File: src/core/demod_ctrl_pkg.sv
package demod_ctrl_pkg;

    localparam int         NUM_REGS      = 18;
    localparam logic [4:0] OFS_SYM_HI    = 5'h00;
    localparam logic [4:0] OFS_SYM_MID   = 5'h01;
    localparam logic [4:0] OFS_SYM_LO    = 5'h02;
    localparam logic [4:0] OFS_SYM_GAIN  = 5'h03;
    localparam logic [4:0] OFS_CAR_HI    = 5'h04;
    localparam logic [4:0] OFS_CAR_MID   = 5'h05;
    localparam logic [4:0] OFS_CAR_LO    = 5'h06;
    localparam logic [4:0] OFS_CAR_ACQ   = 5'h07;
    localparam logic [4:0] OFS_CAR_STEADY = 5'h08;
    localparam logic [4:0] OFS_STEP_HI   = 5'h09;
    localparam logic [4:0] OFS_STEP_LO   = 5'h0a;
    localparam logic [4:0] OFS_DWELL_HI  = 5'h0b;
    localparam logic [4:0] OFS_DWELL_LO  = 5'h0c;
    localparam logic [4:0] OFS_STEP_CNT  = 5'h0d;
    localparam logic [4:0] OFS_NB_AGC    = 5'h0e;
    localparam logic [4:0] OFS_CONTROL   = 5'h0f;
    localparam logic [4:0] OFS_SOFT_RST  = 5'h10;
    localparam logic [4:0] OFS_WB_AGC    = 5'h11;

    localparam logic [7:0] RST_DEFAULT   = 8'h00;
    localparam logic [7:0] RST_CONTROL   = 8'h00;
    localparam logic [7:0] RST_SOFT_RST  = 8'hff;
    localparam logic [7:0] RST_WB_AGC    = 8'h14;

    // Control register bits
    localparam int CTL_OFFSET_BIN = 0;
    localparam int CTL_SPEC_NORM  = 1;
    localparam int CTL_BIAS_CANC  = 2;
    localparam int CTL_SYM_TRACK  = 3;
    localparam int CTL_CAR_TRACK  = 4;
    localparam int CTL_SWEEP_HOLD = 5;
    localparam int CTL_NB_ADAPT   = 6;
    localparam int CTL_AUTO_INV   = 7;
    // Soft reset bits, active low
    localparam int SR_SYM_ACC  = 0;
    localparam int SR_CAR_ACC  = 1;
    localparam int SR_WB_ACC   = 2;
    localparam int SR_NB_ACC   = 3;
    localparam int SR_SWEEP    = 5;
    localparam int SR_QUALITY  = 6;
    localparam int SR_ERR_CNT  = 7;
    // Wideband AGC bits
    localparam int WB_EXT_MODE = 0;
    localparam int WB_INVERT   = 1;
    localparam int WB_RUN      = 2;
    localparam int WB_LNB_HOLD = 3;
    localparam int WB_BYPASS   = 4;
    localparam int WB_TC_LSB   = 5;

    localparam int I2C_BITS = 8;

    typedef enum logic [2:0] {
        I2C_IDLE, I2C_DEVADDR, I2C_SUBADDR, I2C_DATA, I2C_ACK, I2C_IGNORE
    } i2c_state_t;

    typedef struct packed {
        logic [19:0]        symRateWord;
        logic [2:0]         symProportionalGain;
        logic [3:0]         symIntegralGain;
        logic signed [19:0] carrierFreqWord;
        logic [3:0]         carProportionalGain;
        logic [3:0]         carIntegralGain;
        logic [15:0]        sweepStep;
        logic [15:0]        dwellSymbols;
        logic [7:0]         sweepStepCount;
        logic [5:0]         nbAgcStartGain;
        logic               inputOffsetBinary;
        logic               spectrumInvert;
        logic               biasCancelEn;
        logic               symTrackEn;
        logic               carTrackEn;
        logic               sweepHold;
        logic               nbAgcAdapt;
        logic               autoInvDetect;
        logic               clrSymAccum;
        logic               clrCarAccum;
        logic               clrWbAgcAccum;
        logic               loadNbAgcAccum;
        logic               sweepDisable;
        logic               clrQualityAccum;
        logic               clrErrCounters;
        logic               wbAgcExternal;
        logic               wbAgcInvert;
        logic               wbAgcFreeze;
        logic               lnbToneForceZero;
        logic [2:0]         wbAgcTimeConst;
    } demod_cfg_t;

endpackage

File: src/core/demod_control_register_bank.sv
// Summary of operation
// - Symbol rate word: 20 bits, reg 00 bit 7 down to reg 02 bit 4.
// - Symbol loop gain byte: proportional bits 2..0, integral bits 7..4.
// - Signed 20-bit carrier word, 04 bit 7 to 06 bit 4; sweep start.
// - Carrier gains: proportional bits 3..0, integral 7..4; 07 acquire, 08 steady.
// - Acquisition gains first; steady gains while demod lock is asserted, acquisition gains again when it drops.
// - Sweep step word: 16 bits, reg 09 MSB, reg 0A LSB.
// - Dwell symbols word: 16 bits, reg 0B MSB, reg 0C LSB.
// - Reg 0D gives the number of sweep steps.
// - Narrowband AGC start gain from upper six bits of reg 0E.
// - Control bit 0: zero two's complement, one offset binary input.
// - Control bit 1 zero inverts spectrum; bit 7 enables auto detection.
// - Control bit 2 enables DC bias cancellation.
// - Control bits 3/4 enable symbol/carrier tracking, else programmed frequency.
// - Control bit 5 holds the sweep; bit 6 lets narrowband AGC adapt.
// - Soft reset bits 0/1 low clear symbol/carrier frequency accumulators.
// - Bit 2 low clears wideband AGC in digital mode only; bit 3 low reloads narrowband AGC.
// - Bit 5 low stops sweep; bit 6 clears quality; bit 7 clears counters.
// - Wideband bit 0 selects external integrator; bit 1 inverts duty sense.
// - Digital mode: bit 2 zero freezes integrator; bits 7..5 time constant.
// - Wideband bit 3 forces tone to zero; bit 4 gates serial passthrough.
// - Serial mode: register pointer advances after each acknowledged data byte.
`timescale 1ns/1ps

module demod_control_register_bank
(
    // Clock and reset
    input  wire logic                       clk_sys,
    input  wire logic                       reset,
    // Parallel host port
    input  wire logic                       chipSelectN,
    input  wire logic                       writeStrobeN,
    input  wire logic [4:0]                 host_reg_select,
    input  wire logic [7:0]                 host_byte_bus,
    // Serial host port
    input  wire logic                       serialModeSel,
    input  wire logic [6:0]                 serialDevAddr,
    input  wire logic                       serialClkIn,
    input  wire logic                       serialDataIn,
    output logic                            serialDataOut,
    output logic                            serialDataOe,
    // Serial passthrough pins, open drain
    output logic                            passthru_serial_clock,
    output logic                            passthru_serial_clock_oe,
    output logic                            passthru_serial_line,
    output logic                            passthru_serial_line_oe,
    // Demodulator side
    input  wire logic                       demod_lock_flag,
    output demod_ctrl_pkg::demod_cfg_t      demodCfg
);

    logic [7:0]                 regs_ff [demod_ctrl_pkg::NUM_REGS];
    logic [1:0]                 ceSync_ff;
    logic [1:0]                 weSync_ff;
    logic                       weDly_ff;
    logic [4:0]                 addrSync1_ff;
    logic [4:0]                 addrSync2_ff;
    logic [7:0]                 dataSync1_ff;
    logic [7:0]                 dataSync2_ff;
    logic [1:0]                 modeSync_ff;
    logic [1:0]                 sclSync_ff;
    logic [1:0]                 sdaSync_ff;
    logic [1:0]                 lockSync_ff;
    logic                       sclDly_ff;
    logic                       sdaDly_ff;
    demod_ctrl_pkg::i2c_state_t i2cState_ff;
    demod_ctrl_pkg::i2c_state_t ackNext_ff;
    logic [3:0]                 bitCnt_ff;
    logic [7:0]                 shift_ff;
    logic [4:0]                 regPtr_ff;
    logic                       ackHold_ff;
    logic                       dataAck_ff;
    logic                       parWrite;
    logic                       serWrite;
    logic                       sclRise;
    logic                       sclFall;
    logic                       startCond;
    logic                       stopCond;
    logic [7:0]                 nxt_shift;
    logic                       wrEn;
    logic [4:0]                 wrAddr;
    logic [7:0]                 wrData;

    function automatic logic isMapped(input logic [4:0] a);
        isMapped = a < 5'(demod_ctrl_pkg::NUM_REGS);
    endfunction

    function automatic logic [7:0] resetValue(input logic [4:0] a);
        case (a)
            demod_ctrl_pkg::OFS_CONTROL:  resetValue = demod_ctrl_pkg::RST_CONTROL;
            demod_ctrl_pkg::OFS_SOFT_RST: resetValue = demod_ctrl_pkg::RST_SOFT_RST;
            demod_ctrl_pkg::OFS_WB_AGC:   resetValue = demod_ctrl_pkg::RST_WB_AGC;
            default:                      resetValue = demod_ctrl_pkg::RST_DEFAULT;
        endcase
    endfunction

    // Pin synchronisers
    always_ff @(posedge clk_sys or posedge reset)
    begin
        if (reset)
        begin
            ceSync_ff    <= 2'h3;
            weSync_ff    <= 2'h3;
            weDly_ff     <= 1'b1;
            addrSync1_ff <= 5'h00;
            addrSync2_ff <= 5'h00;
            dataSync1_ff <= 8'h00;
            dataSync2_ff <= 8'h00;
            modeSync_ff  <= 2'h0;
            sclSync_ff   <= 2'h3;
            sdaSync_ff   <= 2'h3;
            lockSync_ff  <= 2'h0;
            sclDly_ff    <= 1'b1;
            sdaDly_ff    <= 1'b1;
        end
        else
        begin
            ceSync_ff    <= {ceSync_ff[0], chipSelectN};
            weSync_ff    <= {weSync_ff[0], writeStrobeN | chipSelectN};
            weDly_ff     <= weSync_ff[1];
            addrSync1_ff <= host_reg_select;
            addrSync2_ff <= addrSync1_ff;
            dataSync1_ff <= host_byte_bus;
            dataSync2_ff <= dataSync1_ff;
            modeSync_ff  <= {modeSync_ff[0], serialModeSel};
            sclSync_ff   <= {sclSync_ff[0], serialClkIn};
            sdaSync_ff   <= {sdaSync_ff[0], serialDataIn};
            lockSync_ff  <= {lockSync_ff[0], demod_lock_flag};
            sclDly_ff    <= sclSync_ff[1];
            sdaDly_ff    <= sdaSync_ff[1];
        end
    end

    // Parallel write on the leading edge of the combined strobe
    assign parWrite  = !modeSync_ff[1] && !ceSync_ff[1] && !weSync_ff[1] && weDly_ff;
    assign sclRise   = sclSync_ff[1] && !sclDly_ff;
    assign sclFall   = !sclSync_ff[1] && sclDly_ff;
    assign startCond = modeSync_ff[1] && sclSync_ff[1] && sclDly_ff && !sdaSync_ff[1] && sdaDly_ff;
    assign stopCond  = modeSync_ff[1] && sclSync_ff[1] && sclDly_ff && sdaSync_ff[1] && !sdaDly_ff;
    assign nxt_shift = {shift_ff[6:0], sdaSync_ff[1]};
    assign serWrite  = sclFall && ackHold_ff && i2cState_ff == demod_ctrl_pkg::I2C_ACK
                       && dataAck_ff && bitCnt_ff == 4'h0;
    assign wrEn      = parWrite || serWrite;
    assign wrAddr    = parWrite ? addrSync2_ff : regPtr_ff;
    assign wrData    = parWrite ? dataSync2_ff : shift_ff;

    // Serial slave: address, subaddress, then data bytes
    always_ff @(posedge clk_sys or posedge reset)
    begin
        if (reset)
        begin
            i2cState_ff <= demod_ctrl_pkg::I2C_IDLE;
            ackNext_ff  <= demod_ctrl_pkg::I2C_IDLE;
            bitCnt_ff   <= 4'h0;
            shift_ff    <= 8'h00;
            regPtr_ff   <= 5'h00;
            ackHold_ff  <= 1'b0;
            dataAck_ff  <= 1'b0;
        end
        else if (!modeSync_ff[1] || stopCond)
        begin
            i2cState_ff <= demod_ctrl_pkg::I2C_IDLE;
            ackHold_ff  <= 1'b0;
        end
        else if (startCond)
        begin
            i2cState_ff <= demod_ctrl_pkg::I2C_DEVADDR;
            bitCnt_ff   <= 4'h0;
            ackHold_ff  <= 1'b0;
        end
        else
        begin
            case (i2cState_ff)
                demod_ctrl_pkg::I2C_DEVADDR, demod_ctrl_pkg::I2C_SUBADDR,
                demod_ctrl_pkg::I2C_DATA:
                begin
                    if (sclRise)
                    begin
                        shift_ff  <= nxt_shift;
                        bitCnt_ff <= bitCnt_ff + 4'h1;
                    end
                    else if (sclFall && bitCnt_ff == 4'(demod_ctrl_pkg::I2C_BITS))
                    begin
                        bitCnt_ff   <= 4'h0;
                        i2cState_ff <= demod_ctrl_pkg::I2C_ACK;
                        dataAck_ff  <= i2cState_ff == demod_ctrl_pkg::I2C_DATA;
                        if (i2cState_ff == demod_ctrl_pkg::I2C_DEVADDR)
                        begin
                            ackHold_ff <= shift_ff == {serialDevAddr, 1'b0};
                            ackNext_ff <= demod_ctrl_pkg::I2C_SUBADDR;
                        end
                        else if (i2cState_ff == demod_ctrl_pkg::I2C_SUBADDR)
                        begin
                            ackHold_ff <= 1'b1;
                            regPtr_ff  <= shift_ff[4:0];
                            ackNext_ff <= demod_ctrl_pkg::I2C_DATA;
                        end
                        else
                        begin
                            ackHold_ff <= 1'b1;
                            ackNext_ff <= demod_ctrl_pkg::I2C_DATA;
                        end
                    end
                end
                demod_ctrl_pkg::I2C_ACK:
                begin
                    if (!ackHold_ff)
                    begin
                        i2cState_ff <= demod_ctrl_pkg::I2C_IGNORE;
                    end
                    else if (sclFall)
                    begin
                        ackHold_ff  <= 1'b0;
                        i2cState_ff <= ackNext_ff;
                        if (serWrite)
                        begin
                            regPtr_ff <= regPtr_ff + 5'h01;
                        end
                    end
                end
                default: i2cState_ff <= i2cState_ff;
            endcase
        end
    end

    // Register file, written from either port
    always_ff @(posedge clk_sys or posedge reset)
    begin
        if (reset)
        begin
            for (int i = 0; i < demod_ctrl_pkg::NUM_REGS; i++)
            begin
                regs_ff[i] <= resetValue(5'(i));
            end
        end
        else if (wrEn && isMapped(wrAddr))
        begin
            regs_ff[wrAddr] <= wrData;
        end
    end

    // Serial acknowledge drive
    always_ff @(posedge clk_sys or posedge reset)
    begin
        if (reset)
        begin
            serialDataOut <= 1'b0;
            serialDataOe  <= 1'b0;
        end
        else
        begin
            serialDataOut <= 1'b0;
            serialDataOe  <= i2cState_ff == demod_ctrl_pkg::I2C_ACK && ackHold_ff && !sclFall;
        end
    end

    // Passthrough of the serial host lines
    always_ff @(posedge clk_sys or posedge reset)
    begin
        if (reset)
        begin
            passthru_serial_clock    <= 1'b0;
            passthru_serial_clock_oe <= 1'b0;
            passthru_serial_line     <= 1'b0;
            passthru_serial_line_oe  <= 1'b0;
        end
        else
        begin
            passthru_serial_clock    <= 1'b0;
            passthru_serial_line     <= 1'b0;
            passthru_serial_clock_oe <= regs_ff[demod_ctrl_pkg::OFS_WB_AGC][demod_ctrl_pkg::WB_BYPASS]
                                        && !sclSync_ff[1];
            passthru_serial_line_oe  <= regs_ff[demod_ctrl_pkg::OFS_WB_AGC][demod_ctrl_pkg::WB_BYPASS]
                                        && !sdaSync_ff[1];
        end
    end

    // Demodulator configuration fields
    always_ff @(posedge clk_sys or posedge reset)
    begin
        if (reset)
        begin
            demodCfg <= '0;
        end
        else
        begin
            demodCfg.symRateWord         <= {regs_ff[0], regs_ff[1], regs_ff[2][7:4]};
            demodCfg.symProportionalGain <= regs_ff[3][2:0];
            demodCfg.symIntegralGain     <= regs_ff[3][7:4];
            demodCfg.carrierFreqWord     <= {regs_ff[4], regs_ff[5], regs_ff[6][7:4]};
            demodCfg.carProportionalGain <= lockSync_ff[1] ? regs_ff[8][3:0]
                                                           : regs_ff[7][3:0];
            demodCfg.carIntegralGain     <= lockSync_ff[1] ? regs_ff[8][7:4]
                                                           : regs_ff[7][7:4];
            demodCfg.sweepStep           <= {regs_ff[9], regs_ff[10]};
            demodCfg.dwellSymbols        <= {regs_ff[11], regs_ff[12]};
            demodCfg.sweepStepCount      <= regs_ff[13];
            demodCfg.nbAgcStartGain      <= regs_ff[14][7:2];
            demodCfg.inputOffsetBinary   <= regs_ff[15][demod_ctrl_pkg::CTL_OFFSET_BIN];
            demodCfg.spectrumInvert      <= !regs_ff[15][demod_ctrl_pkg::CTL_SPEC_NORM];
            demodCfg.autoInvDetect       <= regs_ff[15][demod_ctrl_pkg::CTL_AUTO_INV];
            demodCfg.biasCancelEn        <= regs_ff[15][demod_ctrl_pkg::CTL_BIAS_CANC];
            demodCfg.symTrackEn          <= regs_ff[15][demod_ctrl_pkg::CTL_SYM_TRACK];
            demodCfg.carTrackEn          <= regs_ff[15][demod_ctrl_pkg::CTL_CAR_TRACK];
            demodCfg.sweepHold           <= regs_ff[15][demod_ctrl_pkg::CTL_SWEEP_HOLD];
            demodCfg.nbAgcAdapt          <= regs_ff[15][demod_ctrl_pkg::CTL_NB_ADAPT];
            demodCfg.clrSymAccum         <= !regs_ff[16][demod_ctrl_pkg::SR_SYM_ACC];
            demodCfg.clrCarAccum         <= !regs_ff[16][demod_ctrl_pkg::SR_CAR_ACC];
            demodCfg.clrWbAgcAccum       <= !regs_ff[16][demod_ctrl_pkg::SR_WB_ACC]
                                            && !regs_ff[17][demod_ctrl_pkg::WB_EXT_MODE];
            demodCfg.loadNbAgcAccum      <= !regs_ff[16][demod_ctrl_pkg::SR_NB_ACC];
            demodCfg.sweepDisable        <= !regs_ff[16][demod_ctrl_pkg::SR_SWEEP];
            demodCfg.clrQualityAccum     <= !regs_ff[16][demod_ctrl_pkg::SR_QUALITY];
            demodCfg.clrErrCounters      <= !regs_ff[16][demod_ctrl_pkg::SR_ERR_CNT];
            demodCfg.wbAgcExternal       <= regs_ff[17][demod_ctrl_pkg::WB_EXT_MODE];
            demodCfg.wbAgcInvert         <= regs_ff[17][demod_ctrl_pkg::WB_INVERT];
            demodCfg.wbAgcFreeze         <= !regs_ff[17][demod_ctrl_pkg::WB_RUN]
                                            && !regs_ff[17][demod_ctrl_pkg::WB_EXT_MODE];
            demodCfg.wbAgcTimeConst      <= regs_ff[17][demod_ctrl_pkg::WB_TC_LSB +: 3];
            demodCfg.lnbToneForceZero    <= regs_ff[17][demod_ctrl_pkg::WB_LNB_HOLD];
        end
    end

    // Checks
    par_write_a: assert property (@(posedge clk_sys) disable iff (reset)
        parWrite && isMapped(addrSync2_ff) |=> regs_ff[$past(addrSync2_ff)] == $past(dataSync2_ff))
        else $error("parallel write not stored");
    ptr_advance_a: assert property (@(posedge clk_sys) disable iff (reset)
        serWrite |=> regPtr_ff == $past(regPtr_ff) + 5'h01)
        else $error("register pointer did not advance");
    sym_word_a: assert property (@(posedge clk_sys) disable iff (reset)
        ##2 demodCfg.symRateWord == $past({regs_ff[0], regs_ff[1], regs_ff[2][7:4]}))
        else $error("symbol rate word misassembled");
    gain_acquire_a: assert property (@(posedge clk_sys) disable iff (reset)
        !lockSync_ff[1] ##1 $stable(regs_ff[7]) |-> demodCfg.carIntegralGain == regs_ff[7][7:4])
        else $error("acquisition gains not used before lock");
    gain_steady_a: assert property (@(posedge clk_sys) disable iff (reset)
        lockSync_ff[1] ##1 $stable(regs_ff[8]) |-> demodCfg.carProportionalGain == regs_ff[8][3:0])
        else $error("steady gains not used after lock");
    wb_freeze_a: assert property (@(posedge clk_sys) disable iff (reset)
        regs_ff[17][0] |=> !demodCfg.wbAgcFreeze && !demodCfg.clrWbAgcAccum)
        else $error("external mode must not freeze or clear integrator");
    bypass_off_a: assert property (@(posedge clk_sys) disable iff (reset)
        !regs_ff[17][4] |=> !passthru_serial_clock_oe && !passthru_serial_line_oe)
        else $error("passthrough driven while disabled");
    unmapped_write_a: assert property (@(posedge clk_sys) disable iff (reset)
        wrEn && !isMapped(wrAddr) |=> $stable(regs_ff[17]) && $stable(regs_ff[0]))
        else $error("unmapped write changed a register");
    soft_clear_a: assert property (@(posedge clk_sys) disable iff (reset)
        ##1 demodCfg.clrCarAccum == !$past(regs_ff[16][1]))
        else $error("carrier accumulator clear does not follow bit");
    ack_drive_a: assert property (@(posedge clk_sys) disable iff (reset)
        serialDataOe |-> !serialDataOut && modeSync_ff[1])
        else $error("acknowledge drive outside serial mode");

    par_write_c: cover property (@(posedge clk_sys) disable iff (reset) parWrite);
    ser_burst_c: cover property (@(posedge clk_sys) disable iff (reset) serWrite ##[1:400] serWrite);
    lock_switch_c: cover property (@(posedge clk_sys) disable iff (reset) $rose(lockSync_ff[1]));
    nack_c: cover property (@(posedge clk_sys) disable iff (reset)
        i2cState_ff == demod_ctrl_pkg::I2C_IGNORE);

endmodule

File: config.mk
export PLATFORM = sky130hd
export DESIGN_NAME = demod_control_register_bank
export DESIGN_NICKNAME = d
export VERILOG_FILES = /design/src/core/demod_ctrl_pkg.sv /design/src/core/demod_control_register_bank.sv
export SDC_FILE = /design/constraint.sdc
export NUM_CORES = 1
export LEC_CHECK = 0
export BUFFER_PORTS_ARGS = -buffer_cell sky130_fd_sc_hd__buf_2
export CORE_ASPECT_RATIO = 1.5
export CORE_UTILIZATION = 50
export CTS_BUF_LIST = sky130_fd_sc_hd__clkbuf_16
export DETAILED_ROUTE_END_ITERATION = 10
export PLACE_DENSITY = 0.75
export SLEW_MARGIN = 20
export SYNTH_ARGS = -nofsm -noshare
export SYNTH_HDL_FRONTEND = slang
export SYNTH_SLANG_ARGS = --single-unit
File: constraint.sdc
create_clock -name clk_sys -period 22.4 [get_ports clk_sys]
set_input_delay 0 -clock clk_sys [delete_from_list [all_inputs] [get_ports clk_sys]]
set_output_delay 0 -clock clk_sys [all_outputs]
set_load 0.005 [all_outputs]
# [Word-level counts from Yosys, hierarchy flattened]
# Index checks and enable logic that the tools add are counted.
[classes] multipliers=0 order_cmp=3 bitwise=5 reduce_logical=56 muxes=35 add_sub_neg=2 div=0 shift=0 eq_ne=16
[ops] op="$bwmux 144" n=1
[ops] op="$demux 8 s5" n=1
[ops] op="$mux 5" n=8
[ops] op="$logic_and 1x1->1" n=24
[ops] op="$mux 4" n=6
[ops] op="$logic_not 1->1" n=18
[ops] op="$mux 3" n=6
[ops] op="$mux 8" n=2
[ops] op="$ne 2x2->1 const B" n=7
[ops] op="$pmux 5 s2" n=1
[ops] op="$reduce_and 10->1" n=1
[ops] op="$eq 8x8->1" n=1
[ops] op="$mux 1" n=8
[ops] op="$ne 4x4->1 const B" n=2
[ops] op="$reduce_and 4->1" n=2
[ops] op="$eq 3x2->1 const B" n=2
[ops] op="$ge 6x6->1 const B" n=1
[ops] op="$lt 6x1->1 const B" n=1
[ops] op="$not 5->6" n=1
[ops] op="$pmux 3 s2" n=1
[ops] op="$reduce_and 3->1" n=2
[ops] op="$add 5x1->5 const B" n=1
[ops] op="$lt 5x5->1 const B" n=1
[ops] op="$ne 5x5->1 const B" n=1
[ops] op="14 further kinds" n=18
[word_totals] output_inout_bits=129 word_cells=188 reg_bits=336 n_memories=0 in_bits=28 rom_bits=0 latch_bits=0 mem_bits_rw=0

# [Longest topological paths before layout]
[depth] word_depth=11 mapped_depth=9 ltp_nobuf=7

# [Worst setup path after synthesis]
# Ideal clock, no wire load.
[synth_timing] kind="flip-flop to flip-flop" start="register modeSync_ff[1]" end="register regs_ff[40] (netlist name)" path_buffers=3 path_slack_ns=20.067 arrival_ns=2.209 required_ns=22.275 path_stages_with_launch=9 synth_period_minus_slack_ns=2.333 setup_ns=0.125 path_cell_list="dfrtp_1 -> or4b_1 -> buf_2 -> or3_1 -> o41ai_2 -> buf_6 -> and2_1 -> buf_4 -> mux2_2"
[synth_via] elab_chain_cells=11 word_cells_on_any_way=16 classes_between="3 x order compare; 5 x mux; 1 x bitwise; 7 x reduce/logical"
[synth_rtl] element="start: declaration" line_no="demod_control_register_bank.sv:60" source="logic [1:0] modeSync_ff;"
[synth_rtl] element="start signal: assignment" line_no="demod_control_register_bank.sv:125" source="modeSync_ff <= {modeSync_ff[0], serialModeSel};"
[synth_rtl] element="$logic_not 1->1 *" line_no="demod_control_register_bank.sv:135" source="assign parWrite = !modeSync_ff[1] && !ceSync_ff[1] && !weSync_ff[1] && weDly_ff;"
[synth_rtl] element="$logic_and 1x1->1 * (3 in series)" line_no="demod_control_register_bank.sv:135"
[synth_rtl] element="$mux 5" line_no="demod_control_register_bank.sv:144" source="assign wrAddr = parWrite ? addrSync2_ff : regPtr_ff;"
[synth_rtl] element="$not 5->6 (implied by the code)" line_no="demod_control_register_bank.sv:238" source="regs_ff[wrAddr] <= wrData;"
[synth_rtl] element="$ge 6x6->1 (implied by the code) or $lt 6x1->1 (tied branches)" line_no="demod_control_register_bank.sv:238"
[synth_rtl] element="$logic_and 1x1->1 (implied by the code)" line_no="demod_control_register_bank.sv:238"
[synth_rtl] element="$mux 8 (implied by the code)" line_no="demod_control_register_bank.sv:238"
[synth_rtl] element="$demux 8 s5" line_no="demod_control_register_bank.sv:238"
[synth_rtl] element="$bwmux 144" line_no="demod_control_register_bank.sv:238"
[synth_rtl] element="end signal: indexed assignment" line_no="demod_control_register_bank.sv:233" source="regs_ff[i] <= resetValue(5'(i));"
[synth_rtl] element="end signal: indexed assignment" line_no="demod_control_register_bank.sv:238"
[synth_rtl] element="end: declaration" line_no="demod_control_register_bank.sv:52" source="logic [7:0] regs_ff [demod_ctrl_pkg::NUM_REGS];"
# Mark *: on every way between the ends. The rest lies on a longest branch, timed or not.
# A chain may end at the register's enable or synchronous reset.

# [Worst setup path after layout]
[layout_timing] start="register bitCnt_ff[0]" end="register regs_ff[46] (netlist name)"
[layout_via] elab_chain_cells=4
[layout_rtl] element="start: declaration" line_no="demod_control_register_bank.sv:68" source="logic [3:0] bitCnt_ff;"
[layout_rtl] element="start signal: assignment" line_no="demod_control_register_bank.sv:180" source="bitCnt_ff <= bitCnt_ff + 4'h1;"
[layout_rtl] element="$logic_not 4->1" line_no="demod_control_register_bank.sv:142" source="&& dataAck_ff && bitCnt_ff == 4'h0;"
[layout_rtl] element="$logic_and 1x1->1" line_no="demod_control_register_bank.sv:142"
[layout_rtl] element="$logic_or 1x1->1" line_no="demod_control_register_bank.sv:143" source="assign wrEn = parWrite || serWrite;"
[layout_rtl] element="$logic_and 1x1->1" line_no="demod_control_register_bank.sv:236" source="else if (wrEn && isMapped(wrAddr))"
# Every way passes these cells.

==> impl_results.md <==
- I/O pin cnt: 157
- Top FF cell, synth: dfrtp_1
- CTS H-Tree Depth: 1
- Grt ovf: 0
- First-pass detailed-route iteration total: 4
- Status: finished, final reports clean
- Ys Warns: 0
- Worst Max-Slew Pin Slew: 0.995 ns
- Ant diodes: 0
- Placed cell count: 1096
- WL per Instance: 18.5 um
- # port buffers: 153
- Post-Route WL: 21600 um
- Largest net degree at the start of global routing: 88
- Core area: 0.0218 sq mm
- Max clock buf depth: 3
- Routed Antenna Nets: 0
- MaxCap Viol Count: 0
- Die X: 124 um
- Mapped Area: 0.0112 sq mm
- Worst skew pair latency: 0.54 ns
- DP Area: 0.0121 sq mm
- Final clock skew: 0.0165 ns
- Register area share after synthesis: 0.727
- Tcrit/Tclk final: 0.131
- Critical Path End Type: flip-flop
- Initial Utilization: 0.511
- Leakage: 6.93 nW
- Setup Buffers After CTS: 0
- Worst Hold Class: input pin to async pin
- Post-Syn Instances: 699
- Final Slew Violations: 0
- Total negative slack: 0 ns
- Final Util: 0.606
- WP data required: 22.82 ns
- Routed vias/inst: 5.15
- Critical Setup Path Class: flip-flop to flip-flop
- Fin cells: 1168
- Setup repair after global routing missed its margin: false
- TritonCTS clock tree: yes
- HPWL after DPL: 14100 um
- VDD IR-drop max: 0.0600 mV
- Clock Pin Slew Worst Setup and Hold Paths: 0.06 ns
- First-pass GRT wire length: 33700 um
- Fillers: 1711
- Fin nets: 905
- Layout cells sized above 1: 0.415
- Clock sinks: 323
- Final setup fails: 0
- Mean Syn Cell Area: 16.0 sq um
- PwrDens: 82.0 mW/mm^2
- Vias in the first global route: 6160
- Hold Slack: 0.105 ns
- Die area: 0.0229 sq mm
- Std cell rows: 66
- Final Cell Area: 0.0132 sq mm
- Final hold vios: 0
- Vias post-DR: 6015
- Initial antenna violation count: 0
- Post-synthesis async set-or-reset flop share: 1.00
- Post-synthesis to final-layout area growth: 18.5%
- Flops & latches, synth: 323
- Die height: 185 um
- Startpoint types: flip-flop
- Fmax: 342 MHz
- Number of buffers created by CTS: 28
- Post-synth EDFFs: 0
- Initial drt markers: 248
- Max-slew headroom: 0.328
- Multi-input gate area: 0.00281 sq mm
- CP arrival: 3.35 ns
- CTS root buffer: clkbuf_16
- Storage cell area: 0.00811 sq mm
- Yosys cell types: 66
- GRT Overall Usage: 0.196
- Minimum clock period: 2.93 ns
- Critical path fanouts, max: 11
- Residual DRC count: 0
- Gpl congestion: 0.799
==> final timing paths <==
path / startpoint / endpoint / slack (ns) / cells after the start
max: bitCnt_ff[0] / regs_ff[46] / 19.47 / 7
min: reset / regs_ff[113] / 0.10 / 3
max reg2reg: bitCnt_ff[0] / regs_ff[46] / 19.47 / 7
min reg2reg: addrSync1_ff[3] / addrSync2_ff[3] / 0.35 / 0
max in group asynchronous: reset / demodCfg[27] / 20.32 / 5
min in group clk_sys: host_byte_bus[0] / dataSync1_ff[0] / 0.10 / 2
==> layer usage <==
metal / global-route usage / part of all wire / vias up
met3: 0.0262 / 0.044 / 34
li1: - / - / 2745
met4: 0.0643 / 0.024 / 0
met5: 0 / 0 / -
met2: 0.349 / 0.54 / 160
met1: 0.242 / 0.39 / 3076
==> report_power, final <==
group | internal [mW] | switching [mW] | total, mW
clock network | 0.262 | 0.201 | 0.462
logic | 0.00838 | 0.0181 | 0.0265
registers | 0.590 | 0.00416 | 0.594
==> sequential cells by signal, summed over array words and instances, names as in the netlist, 3 cells and up <==
register / cells
addrSync2_ff: 5
regPtr_ff: 5
addrSync1_ff: 5
dataSync2_ff: 8
demodCfg: 123
shift_ff: 8
bitCnt_ff: 4
i2cState_ff: 3
regs_ff: 132
dataSync1_ff: 8
==> worst max-delay path, stage by stage, from the launching register on <==
cell      delay, ns
dfrtp_1        0.42
inv_1          0.10
ha_1           0.15
nor4bb_1       0.45
nand3_1        0.23
o41ai_4        0.62
and2_1         0.46
mux2_2         0.38
==> cell usage in the layout, fill, tap and decap left out, drive strengths merged, types with 2 or more instances in the layout <==
cell         Yosys  final
clkinv           0     15
a31o             3      3
bufinv           0      3
nand2b           3      3
o21ai           15     15
nor4             2      2
and2             9      9
buf             18    157
o31ai            2      2
xor2             7      7
mux2           142    142
mux2i            5      5
clkbuf          16     28
dlygate4sd3      0     20
a31oi            3      3
or3              2      2
conb             1      3
a21o             2      2
nand4            4      4
nor2            17     17
nand2           40     40
a221oi           2      2
dfstp           20     20
dfrtp          303    303
ha               3      3
or2              2      2
a32o             2      2
nand3b           3      3
inv             14     20
a21boi           3      3
nor2b            7      7
nor4b            3      3
nand3           15     15
a21oi            9      9
o41ai            2      2
==> final cells by class <==
class,count,area share
Sequential cell,323,0.614
Multi-Input combinational cell,330,0.213
Timing Repair Buffer,177,0.0757
Clock buffer,28,0.0530
Tap cell,272,0.0258
Clock inverter,24,0.0144
Inverter,14,0.00455
==> Yosys cell counts, types with 2 or more instances <==
master    instances  area, sq um
nand4_1           4         25.0
dfrtp_1         303         7580
a32o_1            2         20.0
mux2i_1           5         50.1
nand2_2           4         25.0
nand2_1          36          135
nor2b_1           7         43.8
nand3b_1          3         22.5
a31oi_1           3         18.8
buf_6             5         56.3
clkbuf_1         16         60.1
a21o_1            2         15.0
nor2_1           17         63.8
or2_2             2         12.5
inv_1            14         52.6
or3_1             2         12.5
buf_4             7         52.6
buf_2             5         25.0
nand3_1          15         75.1
dfstp_2          20          526
ha_1              3         37.5
a21oi_1           8         40.0
nand2b_1          3         18.8
nor4_1            2         12.5
o21ai_0          13         65.1
mux2_2          139         1570
a31o_2            3         26.3
and2_1            8         50.1
o21ai_1           2         10.0
xor2_1            7         61.3
o31ai_1           2         15.0
mux2_1            3         33.8
==> per-stage QoR <==
step	total power [mW]	worst slack, ns
global placement	0.629	19.36
finish	1.08	19.47
CTS	1.09	19.26
floorplan	0.620	13.49
detailed placement	0.630	19.27
global route	1.12	19.21
==> kinds of logic (layout without fill, tap and decap cells) <==
family	after synthesis	after routing	synth area share
and+or+nand+nor	119	119	0.0588
adders and majority gates	3	3	0.00337
muxes	147	147	0.148
other	1	3	0.000336
xor gates and xnor gates	8	8	0.00628
AOI/OAI and AO/OA	50	50	0.0338
DFF	323	323	0.727
buffers and inverters	48	243	0.0224
==> repair_timing <==
action                                 4_1_cts  5_1_grt
setup endpoints to repair                    0        0
hold buffers                                20        0
endpoints found under the hold margin      104        0
gates resized for setup                      0        0
No activity file was read; power rests on OpenSTA's default activity.
